## src/verilog/spc_defs.svh

```systemverilog
`ifndef SPC_DEFS_SVH
`define SPC_DEFS_SVH

// register byte addresses (word aligned)
`define SPC_ADDR_CONTROL     4'h0
`define SPC_ADDR_STATUS      4'h4
`define SPC_ADDR_EVENT       4'h8

// control register field positions
`define SPC_BIT_IRQ_EN       3'd7
`define SPC_BIT_PORT_EN      3'd6
`define SPC_BIT_HALF_DIV     3'd5
`define SPC_BIT_MASTER       3'd4
`define SPC_BIT_CPOL         3'd3
`define SPC_BIT_CPHA         3'd2

// status register field positions
`define SPC_BIT_EOT          2'd0
`define SPC_BIT_MODE_FAULT_FLAG         2'd1
`define SPC_BIT_OVR          2'd2

// upper nibble resets to zero, lower nibble is also loaded with zero
`define SPC_CTRL_UPPER_RST   4'h0
`define SPC_CTRL_LOWER_INIT  4'h0

// divide ratios in cpu clocks per sck period
`define SPC_DIV_4            8'd4
`define SPC_DIV_8            8'd8
`define SPC_DIV_16           8'd16
`define SPC_DIV_32           8'd32
`define SPC_DIV_64           8'd64
`define SPC_DIV_128          8'd128

`endif

```

## src/verilog/spc_pkg.sv

```systemverilog
package spc_pkg;
    typedef enum logic [1:0] {
        SPC_BUS_IDLE,
        SPC_BUS_ANSWER
    } spc_bus_state_t;
endpackage

```

## src/verilog/spc_rate_sel.sv

```systemverilog
`include "spc_defs.svh"

module spc_rate_sel
    import spc_pkg::*;
(
    input  wire logic       clk_in,
    input  wire logic       rst_in,
    input  wire logic       run_in,
    input  wire logic       half_divider_select_in,
    input  wire logic [1:0] rate_bits_in,
    output logic            tick_out
);
    typedef struct packed {
        logic [7:0] cnt;
        logic       tick;
    } spc_rate_state_t;

    spc_rate_state_t st_q;
    spc_rate_state_t st_d;
    logic [7:0]      half_period;

    // ratio encoding {half_divider_select, rate_bits}
    function automatic logic [7:0] ratio_of(input logic [2:0] sel);
        case (sel)
            3'b100:  ratio_of = `SPC_DIV_4;
            3'b000:  ratio_of = `SPC_DIV_8;
            3'b001:  ratio_of = `SPC_DIV_16;
            3'b110:  ratio_of = `SPC_DIV_32;
            3'b010:  ratio_of = `SPC_DIV_64;
            3'b011:  ratio_of = `SPC_DIV_128;
            // codes 101 and 111 are not listed; fall back to slowest
            default: ratio_of = `SPC_DIV_128;
        endcase
    endfunction

    assign half_period = ratio_of({half_divider_select_in, rate_bits_in}) >> 1;

    always_comb begin
        st_d      = st_q;
        st_d.tick = 1'b0;
        if (!run_in) begin
            st_d.cnt = 8'h00;
        end else if (st_q.cnt >= half_period - 8'h01) begin
            st_d.cnt  = 8'h00;
            st_d.tick = 1'b1;
        end else begin
            st_d.cnt = st_q.cnt + 8'h01;
        end
    end

    always_ff @(posedge clk_in) begin
        if (rst_in) begin
            st_q <= '0;
        end else begin
            st_q <= st_d;
        end
    end

    assign tick_out = st_q.tick;
endmodule // spc_rate_sel

```

## src/verilog/spc_control.sv

```systemverilog
// Notes on behaviour
// - irq enable high raises interrupt on end-of-transfer, mode-fault or overrun flags.
// - port enable connects serial pins when set; cleared by reset.
// - master with slave select sampled low clears port enable and master select.
// - half divider bit zero adds divide-by-two; cleared by reset; ignored as slave.
// - master select makes sck an output and swaps miso and mosi roles.
// - cpol sets sck idle level in both master and slave modes.
// - cpha zero captures on first sck edge, one on second edge.
// - slave uses the same cpol and cpha as its master.
// - half divider and rate bits pick master sck rate; ignored as slave.
// - master sck is cpu clock divided by 4, 8, 16, 32, 64 or 128.
// - upper control nibble resets to zero; lower nibble undefined. This design loads the lower nibble with zero.
//
// Decided for this implementation: the register offsets and the Avalon-MM interface to the registers.
`include "spc_defs.svh"

module spc_control
    import spc_pkg::*;
(
    input  wire logic        clk_in,
    input  wire logic        rst_in,
    // avalon-mm slave
    input  wire logic [3:0]  avs_address,
    input  wire logic        avs_read,
    input  wire logic        avs_write,
    input  wire logic [31:0] avs_writedata,
    input  wire logic [3:0]  avs_byteenable,
    output logic [31:0]      avs_readdata,
    output logic             avs_waitrequest,
    // events from the shifter
    input  wire logic        end_of_transfer_in,
    input  wire logic        overrun_in,
    input  wire logic        xfer_busy_in,
    // serial pins
    input  wire logic        ss_n_in,
    input  wire logic        sck_in,
    output logic             sck_out,
    output logic             sck_oe_out,
    output logic             mosi_oe_out,
    output logic             miso_oe_out,
    output logic             pins_to_port_out,
    output logic             cpha_out,
    output logic             cpol_out,
    output logic             master_out,
    output logic             sample_edge_out,
    output logic             irq_out
);
    typedef struct packed {
        spc_bus_state_t bus;
        logic [31:0]    rdata;
        logic [7:0]     ctrl;
        logic           end_of_transfer_flag;
        logic           mode_fault_flag;
        logic           overrun_flag;
        logic [1:0]     ss_sync;
        logic [1:0]     sck_sync;
        logic           sck_prev;
        logic           sck_lvl;
        logic           edge_odd;
        logic           sample;
        logic           irq;
        logic           sck_oe;
        logic           mosi_oe;
        logic           miso_oe;
        logic           pins;
        logic           cpha;
        logic           cpol;
        logic           master;
        logic           sck_drv;
        logic           waitreq;
    } spc_ctrl_state_t;

    spc_ctrl_state_t st_q;
    spc_ctrl_state_t st_d;
    logic            tick;
    logic            run;

    function automatic logic hit(input logic [3:0] a, input logic [3:0] reg_addr);
        hit = (a == reg_addr);
    endfunction

    assign run = st_q.ctrl[`SPC_BIT_MASTER] && st_q.ctrl[`SPC_BIT_PORT_EN] && xfer_busy_in;

    spc_rate_sel u_rate (
        .clk_in                 (clk_in),
        .rst_in                 (rst_in),
        .run_in                 (run),
        .half_divider_select_in (st_q.ctrl[`SPC_BIT_HALF_DIV]),
        .rate_bits_in           (st_q.ctrl[1:0]),
        .tick_out               (tick)
    );

    always_comb begin
        logic master_now;
        logic cpol_now;
        logic sck_edge;
        master_now = 1'b0;
        cpol_now   = 1'b0;
        sck_edge   = 1'b0;
        st_d        = st_q;
        st_d.sample = 1'b0;

        // pin synchronisers
        st_d.ss_sync  = {st_q.ss_sync[0], ss_n_in};
        st_d.sck_sync = {st_q.sck_sync[0], sck_in};
        st_d.sck_prev = st_q.sck_sync[1];

        // hardware events: set wins over software clear
        if (end_of_transfer_in) begin
            st_d.end_of_transfer_flag = 1'b1;
        end
        if (overrun_in) begin
            st_d.overrun_flag = 1'b1;
        end

        // bus slave: one wait cycle, answer on the second edge
        case (st_q.bus)
            SPC_BUS_IDLE: begin
                if (avs_read || avs_write) begin
                    st_d.bus   = SPC_BUS_ANSWER;
                    st_d.rdata = 32'h0000_0000;
                    // registered on entry so it stands through the answer cycle
                    if (avs_read) begin
                        if (hit(avs_address, `SPC_ADDR_CONTROL)) begin
                            st_d.rdata = {24'h00_0000, st_q.ctrl};
                        end else if (hit(avs_address, `SPC_ADDR_STATUS)) begin
                            st_d.rdata = {29'h0000_0000, st_q.overrun_flag,
                                          st_q.mode_fault_flag, st_q.end_of_transfer_flag};
                        end else if (hit(avs_address, `SPC_ADDR_EVENT)) begin
                            st_d.rdata = {29'h0000_0000, st_q.edge_odd,
                                          st_q.ss_sync[1], st_q.sck_lvl};
                        end
                    end
                end
            end
            SPC_BUS_ANSWER: begin
                st_d.bus = SPC_BUS_IDLE;
                if (avs_write && avs_byteenable[0]) begin
                    if (hit(avs_address, `SPC_ADDR_CONTROL)) begin
                        st_d.ctrl = avs_writedata[7:0];
                    end else if (hit(avs_address, `SPC_ADDR_STATUS)) begin
                        // write one to clear; a same-cycle event still sets
                        if (avs_writedata[`SPC_BIT_EOT] && !end_of_transfer_in) begin
                            st_d.end_of_transfer_flag = 1'b0;
                        end
                        if (avs_writedata[`SPC_BIT_MODE_FAULT_FLAG]) begin
                            st_d.mode_fault_flag = 1'b0;
                        end
                        if (avs_writedata[`SPC_BIT_OVR] && !overrun_in) begin
                            st_d.overrun_flag = 1'b0;
                        end
                    end
                end
            end
            default: st_d.bus = SPC_BUS_IDLE;
        endcase
        st_d.waitreq = (st_d.bus != SPC_BUS_ANSWER);

        // mode fault after any software write, so hardware clear wins
        if (st_d.ctrl[`SPC_BIT_MASTER] && !st_q.ss_sync[1]) begin
            st_d.ctrl[`SPC_BIT_PORT_EN] = 1'b0;
            st_d.ctrl[`SPC_BIT_MASTER]  = 1'b0;
            st_d.mode_fault_flag        = 1'b1;
        end

        master_now = st_q.ctrl[`SPC_BIT_MASTER];
        cpol_now   = st_q.ctrl[`SPC_BIT_CPOL];

        // sck level: generated as master, followed as slave
        if (!st_q.ctrl[`SPC_BIT_PORT_EN] || !xfer_busy_in) begin
            st_d.sck_lvl  = cpol_now;
            st_d.edge_odd = 1'b0;
        end else if (master_now) begin
            if (tick) begin
                st_d.sck_lvl = !st_q.sck_lvl;
                sck_edge     = 1'b1;
            end
        end else begin
            // slave rate is set by the peer, rate bits ignored
            st_d.sck_lvl = st_q.sck_sync[1];
            sck_edge     = st_q.sck_sync[1] != st_q.sck_prev;
        end
        if (sck_edge) begin
            st_d.edge_odd = !st_q.edge_odd;
            // capture on odd edges for phase 0, even edges for phase 1
            st_d.sample = st_q.ctrl[`SPC_BIT_CPHA] ? st_q.edge_odd : !st_q.edge_odd;
        end

        st_d.irq = st_q.ctrl[`SPC_BIT_IRQ_EN] && (st_q.end_of_transfer_flag
                   || st_q.mode_fault_flag || st_q.overrun_flag);
        st_d.pins    = st_q.ctrl[`SPC_BIT_PORT_EN];
        st_d.sck_oe  = st_q.ctrl[`SPC_BIT_PORT_EN] && master_now;
        st_d.mosi_oe = st_q.ctrl[`SPC_BIT_PORT_EN] && master_now;
        st_d.miso_oe = st_q.ctrl[`SPC_BIT_PORT_EN] && !master_now
                       && !st_q.ss_sync[1];
        st_d.master  = master_now;
        st_d.cpha    = st_q.ctrl[`SPC_BIT_CPHA];
        st_d.cpol    = cpol_now;
        st_d.sck_drv = master_now ? st_d.sck_lvl : cpol_now;
    end

    always_ff @(posedge clk_in) begin
        if (rst_in) begin
            st_q      <= '0;
            st_q.bus  <= SPC_BUS_IDLE;
            // lower nibble has no defined reset; zero avoids x in simulation
            st_q.ctrl <= {`SPC_CTRL_UPPER_RST, `SPC_CTRL_LOWER_INIT};
            st_q.ss_sync <= 2'b11;
            st_q.waitreq <= 1'b1;
        end else begin
            st_q <= st_d;
        end
    end

    assign avs_readdata     = st_q.rdata;
    assign avs_waitrequest  = st_q.waitreq;
    assign sck_out          = st_q.sck_drv;
    assign sck_oe_out       = st_q.sck_oe;
    assign mosi_oe_out      = st_q.mosi_oe;
    assign miso_oe_out      = st_q.miso_oe;
    assign pins_to_port_out = st_q.pins;
    assign cpha_out         = st_q.cpha;
    assign cpol_out         = st_q.cpol;
    assign master_out       = st_q.master;
    assign sample_edge_out  = st_q.sample;
    assign irq_out          = st_q.irq;
endmodule // spc_control

```

## config.mk

```make
export PLATFORM = sky130hd
export DESIGN_NAME = spc_control
export DESIGN_NICKNAME = d
export VERILOG_FILES = /design/src/verilog/spc_pkg.sv /design/src/verilog/spc_rate_sel.sv /design/src/verilog/spc_control.sv
export VERILOG_INCLUDE_DIRS = /design/src /design/src/verilog
export SDC_FILE = /design/constraint.sdc
export NUM_CORES = 1
export LEC_CHECK = 0
export ABC_AREA = 1
export BUFFER_PORTS_ARGS = -buffer_cell sky130_fd_sc_hd__buf_2
export CAP_MARGIN = 25
export CORE_MARGIN = 10
export CORE_UTILIZATION = 52
export DETAILED_ROUTE_END_ITERATION = 16
export PLACE_DENSITY_LB_ADDON = 0.25
export REMOVE_ABC_BUFFERS = 1
export SKIP_CTS_REPAIR_TIMING = 1
export SYNTH_ARGS = -nofsm -noshare
export SYNTH_HDL_FRONTEND = slang
export SYNTH_SLANG_ARGS = --single-unit
```

## constraint.sdc

```tcl
create_clock -name clk_in -period 4.2 [get_ports clk_in]
set_clock_uncertainty 0.2 [all_clocks]
set_input_delay 0.21 -clock clk_in [delete_from_list [all_inputs] [get_ports clk_in]]
set_output_delay 0.21 -clock clk_in [all_outputs]
set_load 0.01 [all_outputs]
```

==> results of run 1 <==
==> critical path, cell delays in order, from the launching register on <==
cell and delay [ns]:
dfxtp_1 0.38, inv_1 0.09, nand2_1 0.11, nand2_1 0.07, ha_1 0.29, a21oi_1 0.12
o21ai_0 0.11, nand2_1 0.11, nand3_2 0.17, nor2_1 0.13
==> power groups by stage <==
stage	Sequential (mW)	Clock, mW	Combinational [mW]
3_5_place_dp	0.465	0	0.0511
5_1_grt	0.455	0.317	0.0652
2_1_floorplan	0.464	0	0.0312
6_report	0.454	0.284	0.0564
4_1_cts	0.454	0.295	0.0514
3_3_place_gp	0.464	0	0.0507
==> state kept, by name, summed over array words and instances (netlist names) <==
| signal | flops |
|---|---|
| irq_out | 1 |
| avs_waitrequest | 1 |
| mosi_oe_out | 1 |
| avs_readdata | 8 |
| st_d | 7 |
| cpha_out | 1 |
| sample_edge_out | 1 |
| u_rate.st_q | 8 |
| u_rate.tick_out | 1 |
| st_q | 13 |
| master_out | 1 |
| miso_oe_out | 1 |
| pins_to_port_out | 1 |
| cpol_out | 1 |
| sck_out | 1 |
==> layer usage <==
layer  global-route usage, %  part of all wire, %
met3                    7.47                  9.4
met2                    18.1                   43
met4                    4.34                  1.1
met5                       0                    0
met1                    13.4                   47
==> final timing paths <==
path	to	slack, ns	depth (start not counted)
worst max-delay path	u_rate.st_q[1]$_SDFF_PP0_	2.37	9
worst min-delay path	st_q[28]$_SDFFE_PP0P_	-0.007	3
worst max register to register	u_rate.st_q[1]$_SDFF_PP0_	2.37	9
worst min register to register	st_d[13]$_SDFF_PP0_	0.21	2
==> cell usage after synthesis, drive strengths merged (2+ instances only) <==
cell / count
a21oi: 17
buf: 35
clkbuf: 2
conb: 2
dfxtp: 47
ha: 8
inv: 38
nand2: 59
nand3: 14
nor2: 35
nor3: 5
o21ai: 14
or2: 2
xnor2: 3
xor2: 4
==> layout make-up <==
type / instances / area, µm²
Clock buffer: 6 / 82.6
Clock inverter: 2 / 16.3
Fill cell: 393 / 1590
Inverter: 39 / 146
Multi-Input combinational cell: 196 / 986
Sequential cell: 47 / 941
Tap cell: 50 / 62.6
Timing Repair Buffer: 46 / 260
==> cells by family (layout without fill, tap and decap cells) <==
group | after synthesis | after routing | synth area share (%)
AND/OR/NAND/NOR | 118 | 118 | 23.3
buffers and inverters | 76 | 93 | 18.6
flip-flops | 47 | 47 | 41.8
AO/OA/AOI/OAI | 36 | 36 | 8.78
adder cells (fa/ha/maj) | 8 | 8 | 4.45
XOR/XNOR | 7 | 7 | 2.72
other | 2 | 27 | 0.334
==> per-stage QoR <==
| stage | worst slack, ns | hold WS (ns) | std cells |
|---|---|---|---|
| floorplan | 2.66 | 0.0791 | 282 |
| CTS | 2.37 | -0.114 | 380 |
| global placement | 2.42 | 0.191 | 372 |
| detailed placement | 2.40 | 0.197 | 372 |
| global route | 2.21 | 0.0153 | 386 |
| finish | 2.37 | -0.00747 | 386 |
==> out/metrics.yaml, run 1 <==
status: "finished with violations"
violations: "hold timing"
swShare_pct: 23.9
reg2reg_from: "st_q[26]$_SDFFE_PP0P_"
fin_nets: 392
cts_buffers: 5
grt_max_degree: 25
drtPass1Iterations: 4
worstMarginPinSlew_ns: 0.618
wl_per_cell_um: 11.1
ys_top_cells_by_area: "dfxtp_1, buf_4, nand2_1"
clkTransAtPathRegs_ns: 0.09
root_buffer: "clkbuf_8"
die_w_um: 85.8
synth_edf_count: 0
leakagePower_nw: 1.23
tns_ns: 0
grt_first_pass_wirelength_mm: 7.26
final_common_cell: "nand2_1"
pin_count: 92
hold_violations: 1
ys_types: 34
syn_area_um2: 2250
worstSetupPathType: "flop to flop"
ant_nets: 0
core_um2: 4090
fin_total_pwr_uw: 795
timing.final.max_slew_violations: 0
cp_max_fo: 8
peakVddDrop_mv: 0.179
dieArea_um2: 7360
clock.fmax_mhz: 547
worstSetupStartpointType: "flop"
fp.dieH_um: 85.8
placed_area_um2: 2340
power_switching_uw: 190
track_usage_pct: 12.0
rows: 23
htreeDepth: 2
vias: 1770
crit_path_end_kind: "flop"
cap_violations: 0
area_growth_syn_to_layout_pct: 10.8
period_share_pct: 43.5
initial_utilization_pct: 55.1
drive_above_1_share_pct: 18.5
synth-seq-cells: 47
ys_seq_area_share_pct: 41.8
clock_latency_ns: 0.30
final_util_pct: 61.1
setup_viol: 0
antenna_found_initial: 0
critPathRequiredTime_ns: 4.23
fin_crit_ns: 1.83
port_buffers: 40
yosys_warnings: 0
final_cell_mix: "nand2_1, dfxtp_1, buf_2, inv_1, nor2_1"
synth.avg_cell_area_um2: 7.66
startpoint: "st_q[26]$_SDFFE_PP0P_"
clock-sinks: 47
dp_hpwl_mm: 3.40
antennaDiodeCount: 0
synth_top_area_cell: "dfxtp_1"
drc: 0
critPathArrivalTime_ns: 1.86
design_area_um2: 2490
synth_top_area_share_pct: 41.8
power_density_nw_per_um2: 319
share_comb_of_total_power_pct: 7.1
grt_pass1_vias: 1661
grt_overflow: 0
hold_ws_ns: -0.00747
max-slew-margin-rel_pct: 58.5
synth-async-reset-ratio_pct: 0
seqPwrFrac_pct: 57.1
via_per_inst: 4.59
place.gp.congestion: 0.823
min_from: "avs_writedata[7]"
initialDrtViolationCount: 82
syn-instance-count: 294
rsz0062_at_grt: "no"
p_int_uw: 605
wirelength_mm: 4.30
clockBufferDepth: 2
cts_tree: "yes"
synth_ff_type: "dfxtp_1"
clkPwrFrac_pct: 35.8
worstHoldPathType: "input port to flop"
(Power assumes the default switching activity.)
==> run 2: changes to the inputs <==
--- a/config.mk
+++ b/config.mk
@@ -10,7 +10,7 @@
 export BUFFER_PORTS_ARGS = -buffer_cell sky130_fd_sc_hd__buf_2
 export CAP_MARGIN = 25
 export CORE_MARGIN = 10
-export CORE_UTILIZATION = 52
+export CORE_UTILIZATION = 48
 export DETAILED_ROUTE_END_ITERATION = 16
 export PLACE_DENSITY_LB_ADDON = 0.25
 export REMOVE_ABC_BUFFERS = 1
==> constraint.sdc (replaced) <==
create_clock -name clk_in -period 1.7 [get_ports clk_in]
set_clock_uncertainty 0.2 [all_clocks]
set_input_delay 0.085 -clock clk_in [delete_from_list [all_inputs] [get_ports clk_in]]
set_output_delay 0.085 -clock clk_in [all_outputs]
set_load 0.01 [all_outputs]
==> run 2 against run 1 <==
Sequential power is 150% higher. Final area is 7.6% higher. Clock power grew to 3.0 times the previous value. The flow now finishes without violations. Utilization is 0.64 points lower. Fmax is 7.7% higher. Critical endpoint unchanged. Critical path depth is 1 lower. Hold slack better by 0.010 ns. Non-clock buffer count is 14 higher. Sequential share of layout area is 2.5 points lower. Largest cell class unchanged.
==> out/metrics.yaml, run 2 (synthesized netlist as in run 1, its figures left out) <==
worstMarginPinSlew_ns: 0.647  # +0.0289 ns
largest_reg_flops: 13  # unchanged
fp.dieH_um: 88.5  # +3.1%
final_cell_mix: "nand2_1, dfxtp_1, buf_2, inv_1, nor2_1"
cts_buffers: 5  # unchanged
clock.fmax_mhz: 589  # +7.7%
r2r_cells: 8  # -1
clockBufferDepth: 2  # unchanged
clkTransAtPathRegs_ns: 0.08  # about the same
area_growth_syn_to_layout_pct: 19.3
place.gp.congestion: 0.785  # -4.6%
regToRegEndpoint: "u_rate.st_q[1]$_SDFF_PP0_"
tns_ns: 0  # unchanged
rows: 24  # +4.3%
wirelength_mm: 4.75  # +10%
grt_pass1_vias: 1664  # +0.18%
leakagePower_nw: 1.32  # +6.8%
vias: 1829  # +3.3%
numPlacedInstances: 381  # +2.4%
cts_tree: "yes"
cp-endpoint: "u_rate.st_q[1]$_SDFF_PP0_"
cap_violations: 0  # unchanged
period_share_pct: 99.8  # +56 points
worstSetupStartpointType: "flop"
pin_count: 92  # unchanged
hold_violations: 0  # -1
root_buffer: "clkbuf_8"
setup_viol: 0  # unchanged
drive_above_1_share_pct: 23.1  # +4.7 points
slowest_stage: "dfxtp_2"
worstHoldPathType: "input port to flop"
final_common_cell: "nand2_1"
die_w_um: 88.5  # +3.1%
timing.final.max_slew_violations: 0  # unchanged
peakVddDrop_mv: 0.582  # +230%
drc: 0  # unchanged
max-slew-margin-rel_pct: 56.6  # -1.9 points
dieArea_um2: 7830  # +6.4%
core_um2: 4440  # +8.8%
fillers: 402  # +2.3%
status: "finished, final reports clean"
via_per_inst: 4.55  # -0.78%
fin_nets: 406  # +3.6%
multi_input_area_um2: 1030  # +4.3%
worstSetupPathType: "flop to flop"
initialDrtViolationCount: 48  # -41%
port_buffers: 40  # unchanged
grt_max_degree: 24  # -4.0%
htreeDepth: 2  # unchanged
initial_utilization_pct: 50.6  # -4.4 points
final_cells: 402  # +4.1%
rsz0062_at_grt: "yes"
grt_overflow: 0  # unchanged
grt_first_pass_wirelength_mm: 7.29  # +0.48%
fin_total_pwr_mw: 2.12  # +170%
critPathRequiredTime_ns: 1.74  # -2.49 ns
antenna_found_initial: 0  # unchanged
drtPass1Iterations: 5  # +1
crit_path_end_kind: "flop"
slowest_delay_ns: 0.33  # -0.05 ns
reg2reg_from: "st_q[26]$_SDFFE_PP0P_"
final_util_pct: 60.4  # -0.64 points
cp_cell_sequence: "inv_1 -> nand2_2 -> nand2_1 -> ha_1 -> a21oi_2 -> o21a_1 -> nand3_4 -> nor2_1"
critPathArrivalTime_ns: 1.74  # -0.12 ns
antennaDiodeCount: 0  # unchanged
clock-sinks: 47  # unchanged
clock_latency_ns: 0.30  # about the same
cp_max_fo: 8  # unchanged
ant_nets: 0  # unchanged
rrSetupSlack_ns: 0.003  # -2.37 ns
dp_hpwl_mm: 3.61  # +6.2%
ff_latch_area_um2: 945  # +0.40%
track_usage_pct: 12.0  # about the same
fin_crit_ns: 1.70  # -0.132 ns
startpoint: "st_q[26]$_SDFFE_PP0P_"
power_density_nw_per_um2: 791  # +150%
largest-register: "st_q"
wl_per_cell_um: 11.8  # +6.1%
-- run 2: cell type report --
type | count | share of cell area (%)
Clock buffer | 6 | 3.08
Clock inverter | 2 | 1.30
Inverter | 39 | 5.45
Multi-Input combinational cell | 196 | 38.3
Sequential cell | 47 | 35.2
Tap cell | 52 | 2.42
Timing Repair Buffer | 60 | 14.3
-- run 2: worst max-delay path, delay by kind of cell, from the launching register on --
| family | cells | cell delay [ns] |
|---|---|---|
| and+or+nand+nor | 4 | 0.42 |
| buffers and inverters | 1 | 0.06 |
| adders and majority gates | 1 | 0.31 |
| DFF | 1 | 0.33 |
| AOI/OAI and AO/OA | 2 | 0.32 |
-- run 2: per-stage QoR --
step                setup slack (ns)  hold slack (ns)  cell area, µm²
floorplan                      0.156          -0.0459            2070
global placement             -0.0267           0.0663            2390
detailed placement           -0.0709           0.0692            2390
CTS                          -0.0834           -0.246            2510
global route                  -0.110           0.0392            2690
finish                       0.00317          0.00258            2690
-- run 2: per-layer routing --
layer | routed length, µm | global-route usage, % | vias up
met5 | 0 | 0 | -
met4 | 82 | 4.55 | 0
met3 | 387 | 5.51 | 8
met2 | 2210 | 19.2 | 60
li1 | - | - | 967
met1 | 2070 | 13.8 | 794
-- run 2: worst min-delay path by stage --
stage	from	to	slack [ns]	cells past startpoint
4_1_cts	ss_n_in	st_d[17]$_SDFF_PP1_	-0.25	2
5_1_grt	avs_address[2]	avs_readdata[2]$_SDFFE_PP0P_	0.04	6
2_1_floorplan	rst_in	avs_readdata[0]$_SDFFE_PP0P_	-0.05	1
3_5_place_dp	ss_n_in	st_d[17]$_SDFF_PP1_	0.07	2
6_report	xfer_busy_in	st_q[11]$_SDFFE_PP0P_	0.003	5
3_3_place_gp	ss_n_in	st_d[17]$_SDFF_PP1_	0.07	2
-- run 2: report_power, final --
part | internal, mW | switching (mW)
sequential | 1.11 | 0.00778
clock | 0.476 | 0.368
combinational | 0.0630 | 0.0948
